`config.mk`:
```
export PLATFORM = sky130hd
export DESIGN_NAME = cbb_branch_unit
export DESIGN_NICKNAME = d
export VERILOG_FILES = /design/src/cbb_pkg.sv /design/src/cbb_branch_unit.sv
export SDC_FILE = /design/constraint.sdc
export NUM_CORES = 1
export LEC_CHECK = 0
export ABC_AREA = 1
export BUFFER_PORTS_ARGS = -buffer_cell sky130_fd_sc_hd__buf_2
export CORE_ASPECT_RATIO = 1.5
export CORE_MARGIN = 2
export CORE_UTILIZATION = 55
export DETAILED_ROUTE_END_ITERATION = 16
export HOLD_SLACK_MARGIN = 0.02
export PLACE_DENSITY = 0.8
export SYNTH_ARGS = -nofsm -noshare
export SYNTH_HDL_FRONTEND = slang
export SYNTH_SLANG_ARGS = --single-unit
```
`constraint.sdc`:
```
create_clock -name i_clk -period 3.8 [get_ports i_clk]
set_input_delay 0.38 -clock i_clk [delete_from_list [all_inputs] [get_ports i_clk]]
set_output_delay 0.38 -clock i_clk [all_outputs]
set_load 0.01 [all_outputs]
```
`src/cbb_pkg.sv`:
```
// Constants, opcodes and carrier types of the branch and bit-operation unit.
// Assumes a single clock domain; all users refer to names as cbb_pkg::name.
package cbb_pkg;
  // Register indexes; the APB byte address is four times the index
  localparam logic [7:0] IDX_STATUS = 8'h00;
  localparam logic [7:0] IDX_STACK_TOP_PTR = 8'h81;
  localparam logic [7:0] IDX_POINTER_LOW_BYTE = 8'h82;
  localparam logic [7:0] IDX_POINTER_HIGH_BYTE = 8'h83;
  localparam logic [7:0] IDX_ARITH_MAIN_OPERAND = 8'hE0;
  localparam logic [7:0] IDX_MULTIPLY_AUX_OPERAND = 8'hF0;
  localparam logic [7:0] RST_STACK_TOP_PTR = 8'h07;
  localparam logic [7:0] RST_ZERO = 8'h00;
  localparam logic [7:0] SFR_SPLIT = 8'h80;
  localparam logic [7:0] BIT_RAM_BASE = 8'h20;
  // Opcodes
  localparam logic [7:0] OP_NO_OPERATION = 8'h00;
  localparam logic [7:0] OP_SPARE_NOP = 8'hA5;
  localparam logic [7:0] OP_AND_C_BIT = 8'h82;
  localparam logic [7:0] OP_AND_C_NBIT = 8'hB0;
  localparam logic [7:0] OP_OR_C_BIT = 8'h72;
  localparam logic [7:0] OP_OR_C_NBIT = 8'hA0;
  localparam logic [7:0] OP_MOV_C_BIT = 8'hA2;
  localparam logic [7:0] OP_MOV_BIT_C = 8'h92;
  localparam logic [7:0] OP_FORCE_ONE_BIT = 8'hD2;
  localparam logic [7:0] OP_INVERT_BIT = 8'hB2;
  localparam logic [7:0] OP_FORCE_ONE_C = 8'hD3;
  localparam logic [7:0] OP_INVERT_C = 8'hB3;
  localparam logic [7:0] OP_CLEAR_C = 8'hC3;
  localparam logic [7:0] OP_JUMP_ON_CARRY = 8'h40;
  localparam logic [7:0] OP_JUMP_ON_NO_CARRY = 8'h50;
  localparam logic [7:0] OP_JUMP_ON_BIT_SET = 8'h20;
  localparam logic [7:0] OP_JUMP_ON_BIT_CLEAR = 8'h30;
  localparam logic [7:0] OP_JUMP_TEST_CLEAR_BIT = 8'h10;
  localparam logic [4:0] OP_PAGE_JUMP_LOW = 5'h01;
  localparam logic [4:0] OP_PAGE_CALL_LOW = 5'h11;
  localparam logic [7:0] OP_FAR_JUMP = 8'h02;
  localparam logic [7:0] OP_FAR_CALL = 8'h12;
  localparam logic [7:0] OP_SHORT_REL_JUMP = 8'h80;
  localparam logic [7:0] OP_INDEXED_JUMP = 8'h73;
  localparam logic [7:0] OP_JUMP_IF_ZERO = 8'h60;
  localparam logic [7:0] OP_JUMP_IF_NONZERO = 8'h70;
  localparam logic [7:0] OP_CMP_ACC_IMM = 8'hB4;
  localparam logic [7:0] OP_CMP_ACC_DIR = 8'hB5;
  localparam logic [6:0] OP_CMP_IND_HI = 7'h5B;
  localparam logic [4:0] OP_CMP_REG_HI = 5'h17;
  localparam logic [7:0] OP_DEC_DIR = 8'hD5;
  localparam logic [4:0] OP_DEC_REG_HI = 5'h1B;
  // Cycle counts: not taken, and least when taken
  localparam logic [3:0] CYC_ONE = 4'h1;
  localparam logic [3:0] CYC_BIT_OP = 4'h2;
  localparam logic [3:0] CYC_SHORT_NT = 4'h2;
  localparam logic [3:0] CYC_SHORT_TK = 4'h4;
  localparam logic [3:0] CYC_LONG_NT = 4'h3;
  localparam logic [3:0] CYC_LONG_TK = 4'h5;
  localparam logic [3:0] CYC_CMP_NT = 4'h4;
  localparam logic [3:0] CYC_CMP_TK = 4'h6;
  localparam logic [3:0] CYC_INDEXED = 4'h3;
  localparam logic [1:0] ALIGN_MAX = 2'h2;

  typedef struct packed {
    logic [7:0] opcode;
    logic [7:0] byte1;
    logic [7:0] byte2;
    logic [15:0] next_pc;
    logic carry;
    logic [1:0] bank;
    logic [7:0] opnd;
    logic bitv;
    logic [1:0] align;
  } cbb_ins_t;

  typedef struct packed {
    logic taken;
    logic [15:0] target;
    logic carry_we;
    logic carry;
    logic bit_we;
    logic bit_val;
    logic [7:0] bit_addr;
    logic [7:0] opnd_addr;
    logic opnd_sfr;
    logic byte_we;
    logic [7:0] byte_data;
    logic push_we;
    logic [7:0] push_addr_lo;
    logic [7:0] push_addr_hi;
    logic unknown;
  } cbb_res_t;
endpackage

```
`src/cbb_branch_unit.sv`:
```
// Decode and timing of the bit and branch instruction groups, plus the pointer,
// stack, accumulator and auxiliary registers reached over APB.
// Assumes operand values and the prefetch alignment arrive with each issue.
//
// Notes on behaviour
// - Carry AND/OR with bit: two cycles
// - Bit to carry moves: two cycles
// - Carry jumps: 2, taken 4 to 6
// - Bit jumps: 3, taken 5-7, clear variant
// - Relative offset signed, from next instruction
// - Short jump takes 4 to 6 cycles
// - Page target keeps upper five address bits
// - Far target is full 16 bits
// - Indexed jump targets accumulator plus pointer
// - Zero jumps: 2, taken 4 to 6
// - Compare direct/indirect: 4, taken 6-8
// - Compare register 3/5-7, accumulator 3/6-8
// - Decrement jumps: register 2/4-6, direct 3/5-7
// - No-operation and spare opcode: one cycle
// - Direct address upper half selects SFR
// - Bank registers, pointer only register 0/1
// - Two pointer bytes form wide pointer
// - Stack pointer increments before each push
// - Reset: stack seven, others zero
// - Accumulator, auxiliary bit-addressable, accumulator loads
//
// The APB slave port was decided locally.
`timescale 1ns/1ps
module cbb_branch_unit (
  input wire logic i_clk,
  input wire logic i_rst,
  input wire logic i_ce,
  input wire logic i_psel,
  input wire logic i_penable,
  input wire logic i_pwrite,
  input wire logic [11:0] i_paddr,
  input wire logic [31:0] i_pwdata,
  output logic o_pready,
  output logic o_pslverr,
  output logic [31:0] o_prdata,
  input wire logic i_issue,
  input wire cbb_pkg::cbb_ins_t i_ins,
  input wire logic i_acc_we,
  input wire logic [7:0] i_acc_data,
  output logic o_ready,
  output logic o_done,
  output cbb_pkg::cbb_res_t o_res,
  output logic [7:0] o_acc,
  output logic [7:0] o_aux,
  output logic [7:0] o_stack_top_ptr,
  output logic [15:0] o_wide_data_pointer
);
  logic [7:0] stack_ff;
  logic [7:0] dpl_ff;
  logic [7:0] dph_ff;
  logic [7:0] acc_ff;
  logic [7:0] aux_ff;
  logic ready_ff;
  logic done_ff;
  logic [3:0] cnt_ff;
  cbb_pkg::cbb_res_t res_ff;
  logic pready_ff;
  logic pslverr_ff;
  logic [31:0] prdata_ff;
  cbb_pkg::cbb_res_t nxt_res;
  logic [3:0] nxt_cyc;
  logic fire;
  logic apb_wr;
  logic [7:0] src_byte;
  logic src_bit;
  logic int_acc_bit;
  logic int_aux_bit;
  logic [7:0] cmp_a;
  logic [7:0] cmp_b;
  logic [7:0] rd_val;
  logic rd_hit;

  // Byte holding a bit address: low half maps into the RAM bit area
  function automatic logic [7:0] bit_byte(input logic [7:0] a);
    bit_byte = a[7] ? {a[7:3], 3'h0} : (cbb_pkg::BIT_RAM_BASE + {4'h0, a[6:3]});
  endfunction

  function automatic logic [15:0] rel_target(input logic [15:0] pc, input logic [7:0] r);
    rel_target = pc + {{8{r[7]}}, r};
  endfunction

  // Alignment beyond the documented spread is clipped
  function automatic logic [3:0] taken_cyc(input logic [3:0] base, input logic [1:0] al);
    taken_cyc = base + ((al > cbb_pkg::ALIGN_MAX) ? {2'h0, cbb_pkg::ALIGN_MAX} : {2'h0, al});
  endfunction

  assign fire = i_issue && ready_ff;
  assign apb_wr = i_psel && i_penable && i_pwrite && pready_ff;

  always_comb begin
    logic [7:0] ba;
    logic tk;
    logic [3:0] cnt_nt;
    logic [3:0] cnt_tk;
    logic cond_br;
    ba = bit_byte(i_ins.byte1);
    tk = 1'b0;
    cnt_nt = cbb_pkg::CYC_ONE;
    cnt_tk = cbb_pkg::CYC_ONE;
    cond_br = 1'b0;
    int_acc_bit = (ba == cbb_pkg::IDX_ARITH_MAIN_OPERAND);
    int_aux_bit = (ba == cbb_pkg::IDX_MULTIPLY_AUX_OPERAND);
    src_byte = int_acc_bit ? acc_ff : aux_ff;
    // Accumulator and auxiliary bits are served here, others come in
    src_bit = (int_acc_bit || int_aux_bit) ? src_byte[i_ins.byte1[2:0]] : i_ins.bitv;
    cmp_a = acc_ff;
    cmp_b = i_ins.byte1;
    nxt_res = '0;
    nxt_res.target = i_ins.next_pc;
    nxt_res.carry = i_ins.carry;
    nxt_res.bit_addr = i_ins.byte1;
    nxt_res.opnd_addr = i_ins.byte1;
    nxt_res.opnd_sfr = i_ins.byte1 >= cbb_pkg::SFR_SPLIT;
    case (i_ins.opcode)
      cbb_pkg::OP_NO_OPERATION, cbb_pkg::OP_SPARE_NOP: begin
        cnt_nt = cbb_pkg::CYC_ONE;
      end
      cbb_pkg::OP_AND_C_BIT, cbb_pkg::OP_AND_C_NBIT, cbb_pkg::OP_OR_C_BIT,
      cbb_pkg::OP_OR_C_NBIT: begin
        cnt_nt = cbb_pkg::CYC_BIT_OP;
        nxt_res.carry_we = 1'b1;
        if (i_ins.opcode == cbb_pkg::OP_AND_C_BIT) begin
          nxt_res.carry = i_ins.carry & src_bit;
        end else if (i_ins.opcode == cbb_pkg::OP_AND_C_NBIT) begin
          nxt_res.carry = i_ins.carry & ~src_bit;
        end else if (i_ins.opcode == cbb_pkg::OP_OR_C_BIT) begin
          nxt_res.carry = i_ins.carry | src_bit;
        end else begin
          nxt_res.carry = i_ins.carry | ~src_bit;
        end
      end
      cbb_pkg::OP_MOV_C_BIT: begin
        cnt_nt = cbb_pkg::CYC_BIT_OP;
        nxt_res.carry_we = 1'b1;
        nxt_res.carry = src_bit;
      end
      cbb_pkg::OP_MOV_BIT_C, cbb_pkg::OP_FORCE_ONE_BIT, cbb_pkg::OP_INVERT_BIT: begin
        cnt_nt = cbb_pkg::CYC_BIT_OP;
        nxt_res.bit_we = 1'b1;
        nxt_res.bit_val = (i_ins.opcode == cbb_pkg::OP_MOV_BIT_C) ? i_ins.carry :
                          (i_ins.opcode == cbb_pkg::OP_INVERT_BIT) ? ~src_bit : 1'b1;
      end
      cbb_pkg::OP_FORCE_ONE_C, cbb_pkg::OP_INVERT_C, cbb_pkg::OP_CLEAR_C: begin
        nxt_res.carry_we = 1'b1;
        nxt_res.carry = (i_ins.opcode == cbb_pkg::OP_FORCE_ONE_C) ? 1'b1 :
                        (i_ins.opcode == cbb_pkg::OP_INVERT_C) ? ~i_ins.carry : 1'b0;
      end
      cbb_pkg::OP_JUMP_ON_CARRY, cbb_pkg::OP_JUMP_ON_NO_CARRY: begin
        cond_br = 1'b1;
        cnt_nt = cbb_pkg::CYC_SHORT_NT;
        cnt_tk = cbb_pkg::CYC_SHORT_TK;
        tk = i_ins.carry ^ (i_ins.opcode == cbb_pkg::OP_JUMP_ON_NO_CARRY);
        nxt_res.target = rel_target(i_ins.next_pc, i_ins.byte1);
      end
      cbb_pkg::OP_JUMP_ON_BIT_SET, cbb_pkg::OP_JUMP_ON_BIT_CLEAR,
      cbb_pkg::OP_JUMP_TEST_CLEAR_BIT: begin
        cond_br = 1'b1;
        cnt_nt = cbb_pkg::CYC_LONG_NT;
        cnt_tk = cbb_pkg::CYC_LONG_TK;
        tk = src_bit ^ (i_ins.opcode == cbb_pkg::OP_JUMP_ON_BIT_CLEAR);
        nxt_res.target = rel_target(i_ins.next_pc, i_ins.byte2);
        // Clear happens only on the jump
        nxt_res.bit_we = tk && (i_ins.opcode == cbb_pkg::OP_JUMP_TEST_CLEAR_BIT);
        nxt_res.bit_val = 1'b0;
      end
      cbb_pkg::OP_FAR_JUMP, cbb_pkg::OP_FAR_CALL: begin
        tk = 1'b1;
        cnt_tk = cbb_pkg::CYC_LONG_TK;
        nxt_res.target = {i_ins.byte1, i_ins.byte2};
        nxt_res.push_we = (i_ins.opcode == cbb_pkg::OP_FAR_CALL);
      end
      cbb_pkg::OP_SHORT_REL_JUMP: begin
        tk = 1'b1;
        cnt_tk = cbb_pkg::CYC_SHORT_TK;
        nxt_res.target = rel_target(i_ins.next_pc, i_ins.byte1);
      end
      cbb_pkg::OP_INDEXED_JUMP: begin
        tk = 1'b1;
        cnt_tk = cbb_pkg::CYC_INDEXED;
        nxt_res.target = {8'h00, acc_ff} + {dph_ff, dpl_ff};
      end
      cbb_pkg::OP_JUMP_IF_ZERO, cbb_pkg::OP_JUMP_IF_NONZERO: begin
        cond_br = 1'b1;
        cnt_nt = cbb_pkg::CYC_SHORT_NT;
        cnt_tk = cbb_pkg::CYC_SHORT_TK;
        tk = (acc_ff == 8'h00) ^ (i_ins.opcode == cbb_pkg::OP_JUMP_IF_NONZERO);
        nxt_res.target = rel_target(i_ins.next_pc, i_ins.byte1);
      end
      cbb_pkg::OP_DEC_DIR: begin
        cond_br = 1'b1;
        cnt_nt = cbb_pkg::CYC_LONG_NT;
        cnt_tk = cbb_pkg::CYC_LONG_TK;
        nxt_res.byte_we = 1'b1;
        nxt_res.byte_data = i_ins.opnd - 8'h01;
        tk = (nxt_res.byte_data != 8'h00);
        nxt_res.target = rel_target(i_ins.next_pc, i_ins.byte2);
      end
      default: begin
        if (i_ins.opcode[4:0] == cbb_pkg::OP_PAGE_JUMP_LOW ||
            i_ins.opcode[4:0] == cbb_pkg::OP_PAGE_CALL_LOW) begin
          tk = 1'b1;
          cnt_tk = cbb_pkg::CYC_SHORT_TK;
          nxt_res.target = {i_ins.next_pc[15:11], i_ins.opcode[7:5], i_ins.byte1};
          nxt_res.push_we = i_ins.opcode[4];
        end else if (i_ins.opcode[7:4] == cbb_pkg::OP_CMP_ACC_IMM[7:4] &&
                     i_ins.opcode[3:2] != 2'b00 || i_ins.opcode == cbb_pkg::OP_CMP_ACC_IMM ||
                     i_ins.opcode == cbb_pkg::OP_CMP_ACC_DIR) begin
          cond_br = 1'b1;
          nxt_res.target = rel_target(i_ins.next_pc, i_ins.byte2);
          nxt_res.carry_we = 1'b1;
          if (i_ins.opcode == cbb_pkg::OP_CMP_ACC_DIR) begin
            cmp_b = i_ins.opnd;
            cnt_nt = cbb_pkg::CYC_CMP_NT;
            cnt_tk = cbb_pkg::CYC_CMP_TK;
          end else if (i_ins.opcode == cbb_pkg::OP_CMP_ACC_IMM) begin
            cnt_nt = cbb_pkg::CYC_LONG_NT;
            cnt_tk = cbb_pkg::CYC_CMP_TK;
          end else if (i_ins.opcode[7:1] == cbb_pkg::OP_CMP_IND_HI) begin
            cmp_a = i_ins.opnd;
            cnt_nt = cbb_pkg::CYC_CMP_NT;
            cnt_tk = cbb_pkg::CYC_CMP_TK;
            // Only register 0 or 1 of the bank can point
            nxt_res.opnd_addr = {3'h0, i_ins.bank, 2'h0, i_ins.opcode[0]};
            nxt_res.opnd_sfr = 1'b0;
          end else begin
            cmp_a = i_ins.opnd;
            cnt_nt = cbb_pkg::CYC_LONG_NT;
            cnt_tk = cbb_pkg::CYC_LONG_TK;
            nxt_res.opnd_addr = {3'h0, i_ins.bank, i_ins.opcode[2:0]};
            nxt_res.opnd_sfr = 1'b0;
          end
          tk = (cmp_a != cmp_b);
          nxt_res.carry = (cmp_a < cmp_b);
        end else if (i_ins.opcode[7:3] == cbb_pkg::OP_DEC_REG_HI) begin
          cond_br = 1'b1;
          cnt_nt = cbb_pkg::CYC_SHORT_NT;
          cnt_tk = cbb_pkg::CYC_SHORT_TK;
          nxt_res.opnd_addr = {3'h0, i_ins.bank, i_ins.opcode[2:0]};
          nxt_res.opnd_sfr = 1'b0;
          nxt_res.byte_we = 1'b1;
          nxt_res.byte_data = i_ins.opnd - 8'h01;
          tk = (nxt_res.byte_data != 8'h00);
          nxt_res.target = rel_target(i_ins.next_pc, i_ins.byte1);
        end else begin
          nxt_res.unknown = 1'b1;
        end
      end
    endcase
    // Return address pushes go to stack+1 then stack+2
    nxt_res.push_addr_lo = stack_ff + 8'h01;
    nxt_res.push_addr_hi = stack_ff + 8'h02;
    nxt_res.taken = tk;
    if (!tk) begin
      nxt_res.target = i_ins.next_pc;
    end
    // Taken cost depends on where the target sits in the prefetch buffer
    nxt_cyc = tk ? taken_cyc(cnt_tk, i_ins.align) : cnt_nt;
    if (!cond_br && !tk) begin
      nxt_cyc = cnt_nt;
    end
  end

  // Issue sequencer: ready returns in the cycle that done shows
  always_ff @(posedge i_clk) begin
    if (i_rst) begin
      ready_ff <= 1'b1;
      done_ff <= 1'b0;
      cnt_ff <= 4'h0;
      res_ff <= '0;
    end else if (i_ce) begin
      if (fire) begin
        res_ff <= nxt_res;
        cnt_ff <= nxt_cyc - 4'h1;
        ready_ff <= (nxt_cyc == cbb_pkg::CYC_ONE);
        done_ff <= (nxt_cyc == cbb_pkg::CYC_ONE);
      end else if (cnt_ff != 4'h0) begin
        cnt_ff <= cnt_ff - 4'h1;
        ready_ff <= (cnt_ff == 4'h1);
        done_ff <= (cnt_ff == 4'h1);
      end else begin
        done_ff <= 1'b0;
      end
    end
  end

  always_ff @(posedge i_clk) begin
    if (i_rst) begin
      stack_ff <= cbb_pkg::RST_STACK_TOP_PTR;
    end else if (i_ce) begin
      if (apb_wr && i_paddr[9:2] == cbb_pkg::IDX_STACK_TOP_PTR) begin
        stack_ff <= i_pwdata[7:0];
      end else if (fire && nxt_res.push_we) begin
        stack_ff <= stack_ff + 8'h02;
      end
    end
  end

  always_ff @(posedge i_clk) begin
    if (i_rst) begin
      dpl_ff <= cbb_pkg::RST_ZERO;
      dph_ff <= cbb_pkg::RST_ZERO;
    end else if (i_ce && apb_wr) begin
      if (i_paddr[9:2] == cbb_pkg::IDX_POINTER_LOW_BYTE) begin
        dpl_ff <= i_pwdata[7:0];
      end
      if (i_paddr[9:2] == cbb_pkg::IDX_POINTER_HIGH_BYTE) begin
        dph_ff <= i_pwdata[7:0];
      end
    end
  end

  // Software write wins over the core load in the same cycle
  always_ff @(posedge i_clk) begin
    if (i_rst) begin
      acc_ff <= cbb_pkg::RST_ZERO;
      aux_ff <= cbb_pkg::RST_ZERO;
    end else if (i_ce) begin
      if (apb_wr && i_paddr[9:2] == cbb_pkg::IDX_ARITH_MAIN_OPERAND) begin
        acc_ff <= i_pwdata[7:0];
      end else if (i_acc_we) begin
        acc_ff <= i_acc_data;
      end else if (fire && nxt_res.bit_we && int_acc_bit) begin
        acc_ff[i_ins.byte1[2:0]] <= nxt_res.bit_val;
      end
      if (apb_wr && i_paddr[9:2] == cbb_pkg::IDX_MULTIPLY_AUX_OPERAND) begin
        aux_ff <= i_pwdata[7:0];
      end else if (fire && nxt_res.bit_we && int_aux_bit) begin
        aux_ff[i_ins.byte1[2:0]] <= nxt_res.bit_val;
      end
    end
  end

  always_comb begin
    rd_hit = 1'b1;
    case (i_paddr[9:2])
      cbb_pkg::IDX_STATUS: rd_val = {6'h00, res_ff.taken, ~ready_ff};
      cbb_pkg::IDX_STACK_TOP_PTR: rd_val = stack_ff;
      cbb_pkg::IDX_POINTER_LOW_BYTE: rd_val = dpl_ff;
      cbb_pkg::IDX_POINTER_HIGH_BYTE: rd_val = dph_ff;
      cbb_pkg::IDX_ARITH_MAIN_OPERAND: rd_val = acc_ff;
      cbb_pkg::IDX_MULTIPLY_AUX_OPERAND: rd_val = aux_ff;
      default: begin
        rd_val = 8'h00;
        rd_hit = 1'b0;
      end
    endcase
    if (i_paddr[11:10] != 2'b00 || i_paddr[1:0] != 2'b00) begin
      rd_hit = 1'b0;
    end
  end

  // Zero-wait APB: answer is prepared during the setup cycle
  always_ff @(posedge i_clk) begin
    if (i_rst) begin
      pready_ff <= 1'b0;
      pslverr_ff <= 1'b0;
      prdata_ff <= 32'h0000_0000;
    end else if (i_ce) begin
      pready_ff <= i_psel && !i_penable;
      pslverr_ff <= i_psel && !i_penable && !rd_hit;
      prdata_ff <= (i_psel && !i_penable && !i_pwrite) ? {24'h00_0000, rd_val} : 32'h0000_0000;
    end
  end

  assign o_pready = pready_ff;
  assign o_pslverr = pslverr_ff;
  assign o_prdata = prdata_ff;
  assign o_ready = ready_ff;
  assign o_done = done_ff;
  assign o_res = res_ff;
  assign o_acc = acc_ff;
  assign o_aux = aux_ff;
  assign o_stack_top_ptr = stack_ff;
  assign o_wide_data_pointer = {dph_ff, dpl_ff};
endmodule

```
==> impl_metrics.env, run 1 <==
export IMPL_outcome="completed"
export IMPL_via_count=12070
export IMPL_hp_class="input pin to register"
export IMPL_ios=255
export IMPL_cts_tree="yes"
export IMPL_syn_area_um2=10000
export IMPL_cts_setup_buffers=0
export IMPL_die_w_um=114
export IMPL_yosysTopAreaCell="dfxtp_1"
export IMPL_cp_end_kind="register"
export IMPL_grt_overflow=0
export IMPL_synth_seq_cells=121
export IMPL_num_rows=60
export IMPL_worstRegToRegCells=15
export IMPL_critPathMaxFanout=17
export IMPL_antenna_found_initial=0
export IMPL_routedWlPerCell_um=19.5
export IMPL_htree_levels=4
export IMPL_maxCapViolCount=0
export IMPL_synth_cell_types=59
export IMPL_die_h_um=169
export IMPL_drc=0
export IMPL_synth_flop_cell="dfxtp_1"
export IMPL_r2r_end="cnt_ff[2]$_SDFFE_PP0P_"
export IMPL_synth_avg_cell_area_um2=6.43
export IMPL_crit_path_frequent_cell="nand2_1"
export IMPL_grt_util_all_layers_pct=39.9
export IMPL_cp_startpoint="i_ins[53]"
export IMPL_final_nets=1940
export IMPL_required_ns=4.15
export IMPL_grt_pass1_vias=11300
export IMPL_drt_pass1_iterations=6
export IMPL_utilization_pct=66.4
export IMPL_start_util_pct=56.0
export IMPL_p_per_area_nw_per_um2=339
export IMPL_endpoint="o_done$_SDFFE_PP0P_"
export IMPL_synthTopCellsByCount="nand2_1 (314), inv_1 (175), a21oi_1 (150)"
export IMPL_rr_startpoint="o_acc[5]$_SDFFE_PP0P_"
export IMPL_skew_ns=0.0173
export IMPL_fin_crit_sh_pct=84.9
export IMPL_drv_slew=0
export IMPL_fmax_mhz=310
export IMPL_power_total_mw=4.04
export IMPL_ctsLongestPathBuffers=2
export IMPL_ir_drop_v=0.000314
export IMPL_worst_setup_path_type="input pin to register"
export IMPL_rsz0062_at_grt="false"
export IMPL_ys_top_cells_by_area="dfxtp_1 (24%), nand2_1 (12%), a21oi_1 (7.5%)"
export IMPL_synth_seq_area_share_pct=24.1
export IMPL_hpwl_um=30500
export IMPL_synth_edff_count=0
export IMPL_setup_viol=0
export IMPL_worst_pin_slew_ns=1.21
export IMPL_fin_cells=1996
export IMPL_fin_crit_ns=3.23
export IMPL_clk_latency_ns=0.43
export IMPL_portBuffers=206
export IMPL_antenna_left=0
export IMPL_ys_warn_count=0
export IMPL_fillCellCount=1712
export IMPL_diodes=0
export IMPL_dieArea_um2=19400
export IMPL_ys_async_sr_fraction_pct=0
export IMPL_crit_arrival_ns=3.58
export IMPL_synthCells=1562
export IMPL_cts_sinks=121
export IMPL_root_buffer="clkbuf_16"
export IMPL_grt_max_degree=56
export IMPL_core_area_um2=17900
export IMPL_gp_congestion=0.998
export IMPL_drive_gt1_share_pct=19.6
export IMPL_max_slew_margin_pct=18.6
export IMPL_tns_ns=0
export IMPL_total_leakage_power_nw=5.67
export IMPL_r2r_slack_ns=0.91
export IMPL_yosysTopAreaCellShare_pct=24.1
export IMPL_crit_path_start_kind="input pin"
export IMPL_critPathSlowestCell="ha_1"
export IMPL_wl_um=38900
export IMPL_routed_via_density=6.05
export IMPL_clkTransAtPathRegs_ns=0.07
export IMPL_dp_cells=1964
export IMPL_yosysMostFrequentCell="nand2_1"
export IMPL_numCtsBuffers=17
export IMPL_grt_first_pass_wirelength_um=59800
export IMPL_first_iter_violations=1086
export IMPL_slowest_delay_ns=0.32
export IMPL_syn_to_final_growth_pct=18.6
export IMPL_hold_viol=0
[worst min-delay path by stage]
| stage | to | start | depth (start not counted) |
|---|---|---|---|
| 2_1_floorplan | cnt_ff[3]$_SDFFE_PP0P_ | cnt_ff[3]$_SDFFE_PP0P_ | 2 |
| 3_3_place_gp | o_res[37]$_SDFFE_PP0P_ | o_res[37]$_SDFFE_PP0P_ | 2 |
| 3_5_place_dp | o_done$_SDFFE_PP0P_ | o_done$_SDFFE_PP0P_ | 2 |
| 4_1_cts | o_res[32]$_SDFFE_PP0P_ | i_ins[12] | 3 |
| 5_1_grt | o_res[32]$_SDFFE_PP0P_ | i_ins[12] | 3 |
| 6_report | o_res[31]$_SDFFE_PP0P_ | i_ins[11] | 3 |
[critical path, delay by kind of cell]
kind | cells | cell delay (ns)
adder cells (fa/ha/maj) | 2 | 0.50
AND/OR/NAND/NOR | 14 | 1.68
AO/OA/AOI/OAI | 4 | 0.55
buffers and inverters | 5 | 0.45
[registers in the layout, indices dropped and copies added, names as in the netlist]
register and count:
cnt_ff 4, dph_ff 8, dpl_ff 8, o_acc 8
o_aux 8, o_done 1, o_prdata 8, o_pready 1
o_pslverr 1, o_ready 1, o_res 65, o_stack_top_ptr 8
[kinds of logic after synthesis]
family,count (synthesis),synth area share (%)
AND/OR/NAND/NOR,619,27.5
flip-flops,121,24.1
XOR/XNOR,35,3.05
other,1,0.0374
AO/OA/AOI/OAI,443,25.8
adder cells (fa/ha/maj),60,7.78
buffers and inverters,283,11.8
[repair_timing]
item	CTS	global route
setup endpoints to repair	0	4
hold buffers	0	0
resized for setup	0	1
[routing by layer]
metal,part of all wire [%],global-route usage [%],vias to the layer above
met4,8.0,27.1,0
met1,36,45.8,5475
met2,48,67.3,733
met3,8.8,6.46,181
met5,0,0,-
li1,-,-,5681
[placed cells by master (no fill, tap or decap), types with 6 or more instances in the layout]
master,n
nor4_1,6
o21bai_1,6
o221ai_1,7
o21ai_0,144
a221oi_1,8
o22ai_1,16
nand3_1,76
nand2_1,314
xor2_1,23
o211ai_1,26
nand2_2,8
nor2_1,117
ha_1,56
inv_1,175
nand4_1,26
clkbuf_16,17
a31oi_1,15
o21ai_1,7
a211oi_1,12
a21oi_1,150
conb_1,24
xnor2_1,12
o2111ai_1,11
or2_2,8
dfxtp_1,121
a22oi_1,10
buf_4,35
buf_2,206
inv_2,25
nor3_1,26
nor2_2,14
[report_power, final]
group	total [mW]	leakage, nW	internal, mW	switching, mW
Combinational	0.964	4.39	0.333	0.631
Sequential	1.38	0.984	1.33	0.0489
Clock	1.70	0.297	0.995	0.706
[through the flow]
| step | worst slack (ns) | area, um^2 | hold slack [ns] |
|---|---|---|---|
| 2_1_floorplan | 0.357 | 10100 | 0.470 |
| 3_3_place_gp | 0.0648 | 11300 | 0.447 |
| 3_5_place_dp | -0.00985 | 11300 | 0.452 |
| 4_1_cts | 0.364 | 11900 | 0.203 |
| 5_1_grt | 0.190 | 11900 | 0.217 |
| 6_report | 0.573 | 11900 | 0.209 |
[layout make-up]
class / count / area, um^2 / share of cell area, %
well taps: 217 / 272 / 2.28
inverters: 203 / 767 / 6.44
clock buffers: 17 / 425 / 3.57
flip-flops and latches: 121 / 2420 / 20.3
multi-input cells: 1181 / 6530 / 54.8
repair buffers: 242 / 1310 / 11.0
clock inverters: 15 / 179 / 1.50
Power figures use the tool's default switching activity.
==> run 2, diff against run 1 <==
Settings changed: CORE_UTILIZATION 55 to 50, PLACE_DENSITY 0.8 to 0.77.
Clock period 3.8 ns to 2.85 ns, I/O delays scaled along.
==> run 2 against run 1 <==
Effect of this change: routed wire length rose by 8.5%; clock-buffer cell count rose by 1; design area rose by 9.8%; non-clock buffer count rose by 126; final cell count rose by 8.5%; clock power rose by 31%; sequential power rose by 33%; flip-flop and latch count did not move; total power rose by 37%; combinational power rose by 54%; hold slack got worse by 0.079 ns; global-route usage fell by 1.2 points.
==> impl_metrics.env, run 2 (synthesis results as in run 1) <==
export IMPL_final_common_cell="nand2_1"
export IMPL_wl_um=42200
export IMPL_die_h_um=178
export IMPL_outcome="completed"
export IMPL_root_buffer="clkbuf_16"
export IMPL_crit_path_start_kind="input pin"
export IMPL_mostFrequentLayoutCells="nand2_1 (309), buf_2 (204), inv_1 (172)"
export IMPL_max_slew_margin_pct=46.9
export IMPL_diodes=0
export IMPL_fmax_mhz=354
export IMPL_r2r_slack_ns=0.15
export IMPL_drv_slew=0
export IMPL_cp_end_kind="register"
export IMPL_numCtsBuffers=17
export IMPL_fin_area_um2=13100
export IMPL_worst_pin_slew_ns=0.795
export IMPL_clk_latency_ns=0.42
export IMPL_seq_area_um2=2420
export IMPL_critPathSlowestCell="ha_1"
export IMPL_path_depth=22
export IMPL_rsz0062_at_grt="true"
export IMPL_routed_via_density=5.83
export IMPL_tns_ns=0
export IMPL_die_w_um=120
export IMPL_rr_startpoint="o_acc[7]$_SDFFE_PP0P_"
export IMPL_dieArea_um2=21300
export IMPL_layout_setup_ws_ns=0.0269
export IMPL_fin_crit_sh_pct=99.1
export IMPL_portBuffers=206
export IMPL_grt_overflow=0
export IMPL_num_rows=63
export IMPL_clkTransAtPathRegs_ns=0.06
export IMPL_multi_input_area_um2=6640
export IMPL_total_leakage_power_nw=6.32
export IMPL_start_util_pct=50.9
export IMPL_htree_levels=4
export IMPL_antenna_left=0
export IMPL_drt_pass1_iterations=7
export IMPL_drive_gt1_share_pct=25.9
export IMPL_cpLargestDelayFamily="simple AND/OR/NAND/NOR gates"
export IMPL_core_area_um2=19700
export IMPL_cp_startpoint="i_ins[52]"
export IMPL_fin_crit_ns=2.82
export IMPL_maxCapViolCount=0
export IMPL_p_per_area_nw_per_um2=422
export IMPL_setup_viol=0
export IMPL_via_count=12624
export IMPL_placed_area_um2=12300
export IMPL_ctsLongestPathBuffers=2
export IMPL_pre_cts_ws_ns=-0.385
export IMPL_grt_util_all_layers_pct=38.7
export IMPL_cts_tree="yes"
export IMPL_r2r_end="cnt_ff[2]$_SDFFE_PP0P_"
export IMPL_crit_path_frequent_cell="nor2_4"
export IMPL_critPathMaxFanout=7
export IMPL_holdBufCountCts=0
export IMPL_ir_drop_v=0.000360
export IMPL_drc=0
export IMPL_hold_viol=0
export IMPL_final_nets=2067
export IMPL_hp_class="input pin to register"
export IMPL_grt_first_pass_wirelength_um=63900
export IMPL_worstRegToRegCells=14
export IMPL_utilization_pct=66.4
export IMPL_syn_to_final_growth_pct=30.3
export IMPL_gp_congestion=1.01
export IMPL_slowest_delay_ns=0.32
export IMPL_largest_reg_flops=65
export IMPL_endpoint="cnt_ff[2]$_SDFFE_PP0P_"
export IMPL_crit_arrival_ns=3.10
export IMPL_antenna_found_initial=0
export IMPL_fillCellCount=1794
export IMPL_routedWlPerCell_um=19.5
export IMPL_grt_max_degree=56
export IMPL_crit_path_cell_trace="buf_6 > nor2_4 > inv_2 > nor2_4 > inv_4 > nor3_4 > buf_6 > nor2_4 > nand2_1 > o21ai_1 > ha_1 > nand2_1 > nor2_2 > nand4_1 > a22oi_2 > nand3_4 > nand3_1 > nand2_2 > ha_2 > xor2_1 > o21ai_1 > a21oi_1"
export IMPL_first_iter_violations=1125
export IMPL_skew_ns=0.0109
export IMPL_required_ns=3.12
export IMPL_worst_setup_path_type="input pin to register"
export IMPL_ios=255
export IMPL_critPathBufInv=4
export IMPL_cts_sinks=121
export IMPL_hpwl_um=33800
export IMPL_grt_pass1_vias=12037
-- run 2: changes by cell type in the layout (fill, tap and decap cells not counted), moves of 4 or more --
cell and delta:
buf_4 +118, nor2_4 +5, o21ai_1 +5, nand2_2 +4
nand2_1 -5, buf_6 +7, o21ai_0 -7
-- run 2: report_power, final --
part           total [mW]  leakage (nW)  internal, mW  switching (mW)
sequential           1.83         0.984          1.77          0.0605
combinational        1.48          5.04         0.567           0.908
clock                2.22         0.294          1.33           0.886
-- run 2: layout make-up --
cell class	count	area share, %
timing repair buffer	368	17.8
tap	260	2.49
inverter	203	5.88
multi-input combinational	1182	50.7
clock inverter	14	1.24
clock buffer	18	3.36
sequential	121	18.5
-- run 2: how the worst min path moves through the flow --
stage,startpoint,end,slack (ns),cells past startpoint
2_1_floorplan,i_ins[11],o_res[31]$_SDFFE_PP0P_,0.43,2
3_3_place_gp,o_pslverr$_SDFFE_PP0P_,o_pslverr$_SDFFE_PP0P_,0.45,2
4_1_cts,i_ins[11],o_res[31]$_SDFFE_PP0P_,0.12,3
6_report,i_ins[11],o_res[31]$_SDFFE_PP0P_,0.13,3
3_5_place_dp,o_prdata[5]$_SDFFE_PP0P_,o_prdata[5]$_SDFFE_PP0P_,0.45,2
5_1_grt,i_ins[11],o_res[31]$_SDFFE_PP0P_,0.14,3
-- run 2: what timing repair did --
item / CTS / global route
endpoints found under the setup margin: 1 / 22
cloned: 1 / 0
pin swaps: 3 / 14
setup buffers: 1 / 7
resized for setup: 1 / 23
-- run 2: per-layer routing --
| layer | vias to the layer above | part of all wire [%] | track usage, % |
|---|---|---|---|
| li1 | 5954 | - | - |
| met1 | 5806 | 37 | 42.5 |
| met2 | 692 | 49 | 67.4 |
| met3 | 172 | 7.2 | 6.39 |
| met4 | 0 | 7.6 | 27.3 |
| met5 | - | 0 | 0 |
-- run 2: stage by stage --
stage          std cells  power (mW)  hold WS [ns]
6_report            2166        5.53         0.130
2_1_floorplan       1585        2.68         0.431
3_5_place_dp        2125        3.28         0.453
4_1_cts             2159        5.47         0.122
3_3_place_gp        2125        3.27         0.448
5_1_grt             2166        5.73         0.142
-- run 2: worst reg2reg max path, delay by kind of cell (launching register included) --
| kind | cells | cell delay [ns] |
|---|---|---|
| xor gates and xnor gates | 1 | 0.15 |
| and+or+nand+nor | 6 | 0.70 |
| DFF | 1 | 0.49 |
| adders and majority gates | 2 | 0.36 |
| AOI/OAI and AO/OA | 4 | 0.67 |
| buffers and inverters | 1 | 0.18 |
==> run 3, diff against run 2 <==
Settings changed: CORE_UTILIZATION 50 to 45, PLACE_DENSITY 0.77 to 0.7.
==> run 3 against run 2 <==
Effect of this change: final cell count hardly changed; critical path depth is 2 higher; die area is 11% higher; total power is 1.0% lower; clock power is 2% lower; hold slack worse by 0.014 ns; sequential share of layout area hardly changed; maximum frequency is 1.2% higher; critical endpoint is now o_done$_SDFFE_PP0P_; highest routed layer unchanged.
==> impl_metrics.env, run 3 (synthesis results as in run 1) <==
export IMPL_outcome="completed"
export IMPL_drc=0
export IMPL_diodes=0
export IMPL_p_per_area_nw_per_um2=418
export IMPL_hp_class="input pin to register"
export IMPL_pwr_share_clk_pct=39.8
export IMPL_ctsLongestPathBuffers=2
export IMPL_mostFrequentLayoutCells="nand2_1 (304), buf_2 (204), inv_1 (173)"
export IMPL_worstRegToRegCells=18
export IMPL_clkTransAtPathRegs_ns=0.06
export IMPL_rsz0062_at_grt="true"
export IMPL_crit_arrival_ns=3.13
export IMPL_share_seq_of_total_power_pct=33.5
export IMPL_grt_max_degree=56
export IMPL_die_h_um=187
export IMPL_first_iter_violations=1148
export IMPL_intPower_mw=3.59
export IMPL_cp_end_kind="register"
export IMPL_hpwl_um=32800
export IMPL_critPathSlowestCell="ha_1"
export IMPL_worst_setup_path_type="input pin to register"
export IMPL_required_ns=3.19
export IMPL_path_depth=24
export IMPL_grt_overflow=0
export IMPL_p_sw_share_pct=34.4
export IMPL_cts_sinks=121
export IMPL_drive_gt1_share_pct=26.1
export IMPL_antenna_left=0
export IMPL_grt_first_pass_wirelength_um=63300
export IMPL_final_common_cell="nand2_1"
export IMPL_dieArea_um2=23500
export IMPL_fin_crit_ns=2.79
export IMPL_routedWlPerCell_um=19.1
export IMPL_worst_pin_slew_ns=0.795
export IMPL_num_rows=66
export IMPL_cpLargestDelayFamily="simple AND/OR/NAND/NOR gates"
export IMPL_hold_viol=0
export IMPL_ios=255
export IMPL_drt_pass1_iterations=6
export IMPL_antenna_found_initial=0
export IMPL_fmax_mhz=359
export IMPL_fillCellCount=2174
export IMPL_clk_latency_ns=0.43
export IMPL_die_w_um=126
export IMPL_largest_reg_flops=65
export IMPL_crit_path_cell_trace="buf_4 > nor2_4 > inv_2 > nor2_4 > inv_4 > nor3_4 > buf_6 > nor2_4 > nand2_1 > o21ai_1 > ha_1 > nand2_2 > nor2_2 > nand4_1 > a22oi_2 > nand3_4 > nand2_8 > buf_12 > inv_4 > nand2_2 > nand3_2 > o21ai_1 > nand2_1 > a21oi_1"
export IMPL_ir_drop_v=0.000381
export IMPL_wl_um=41300
export IMPL_total_leakage_power_nw=6.26
export IMPL_switchingPower_mw=1.88
export IMPL_slowest_delay_ns=0.29
export IMPL_syn_to_final_growth_pct=30.3
export IMPL_portBuffers=206
export IMPL_htree_levels=4
export IMPL_critPathBufInv=6
export IMPL_via_count=12387
export IMPL_p_comb_share_pct=26.6
export IMPL_maxCapViolCount=0
export IMPL_grt_util_all_layers_pct=33.8
export IMPL_routed_via_density=5.72
export IMPL_gp_congestion=0.998
export IMPL_tns_ns=0
export IMPL_crit_path_start_kind="input pin"
export IMPL_seq_area_um2=2420
export IMPL_numCtsBuffers=17
export IMPL_fin_crit_sh_pct=97.9
export IMPL_drv_slew=0
export IMPL_grt_pass1_vias=11826
export IMPL_core_area_um2=21800
export IMPL_cts_tree="yes"
export IMPL_whs_path_depth=3
export IMPL_final_nets=2053
export IMPL_power_total_mw=5.47
export IMPL_multi_input_area_um2=6720
export IMPL_setup_viol=0
export IMPL_crit_path_frequent_cell="nor2_4"
export IMPL_skew_ns=0.0121
export IMPL_critPathMaxFanout=7
export IMPL_max_slew_margin_pct=47.0
export IMPL_holdBufCountCts=0
export IMPL_root_buffer="clkbuf_16"
export IMPL_start_util_pct=46.1
## run 3: path summary, 6_finish.rpt
path | from | end | slack, ns
setup / recovery | i_ins[52] | o_done$_SDFFE_PP0P_ | 0.06
hold / removal | i_ins[11] | o_res[31]$_SDFFE_PP0P_ | 0.12
setup reg to reg | o_acc[4]$_SDFFE_PP0P_ | o_done$_SDFFE_PP0P_ | 0.21
hold reg to reg | o_pslverr$_SDFFE_PP0P_ | o_pslverr$_SDFFE_PP0P_ | 0.46
## run 3: per-layer routing
metal | vias up | track usage [%] | routed length [um]
met3 | 158 | 4.12 | 2950
met1 | 5650 | 39.5 | 15700
li1 | 5915 | - | -
met4 | 0 | 22.7 | 3080
met2 | 664 | 57.5 | 19600
met5 | - | 0 | 0
## run 3: final cells by class
cell class	count	area share, %
multi-input cells	1183	51.3
flip-flops and latches	121	18.5
repair buffers	353	17.1
inverters	203	5.88
clock buffers	18	3.36
well taps	272	2.60
clock inverters	14	1.16
## run 3: what timing repair did
item | in CTS | in global routing
endpoints found under the setup margin | 0 | 32
resized for setup | 0 | 40
buffers inserted | 0 | 9
## run 3: power by group through the flow
stage,sequential (mW),combinational (mW),clock (mW)
after detailed placement,1.87,1.39,0
after global placement,1.87,1.37,0
after global routing,1.84,1.59,2.27
after floorplan,1.89,0.790,0
after CTS,1.83,1.39,2.19
final,1.83,1.46,2.18
## run 3: worst register-to-register path, stage by stage, from the launching register on
cell,delay (ns)
dfxtp_1,0.34
inv_1,0.24
nand4_1,0.13
nor3_1,0.16
buf_4,0.16
nand3_1,0.07
nand3_1,0.07
o21ai_0,0.07
or2_2,0.30
nor2_4,0.13
nand2_4,0.10
nand3b_1,0.12
nand2_2,0.08
inv_2,0.07
ha_4,0.12
nand3_2,0.05
o21ai_1,0.13
nand2_1,0.08
a21oi_1,0.15
## run 3: metrics by stage
stage                     setup WS [ns]  cells  cell area (um^2)  util (%)  hold slack [ns]
after floorplan                 -0.0281   1585             10200         -            0.431
after global placement           -0.317   2120             12200      56.1            0.448
after detailed placement         -0.412   2120             12200      56.1            0.453
after CTS                        0.0261   2152             12800      58.8            0.106
after global routing            -0.0811   2164             13100      60.0            0.116
final                            0.0609   2164             13100      60.0            0.116
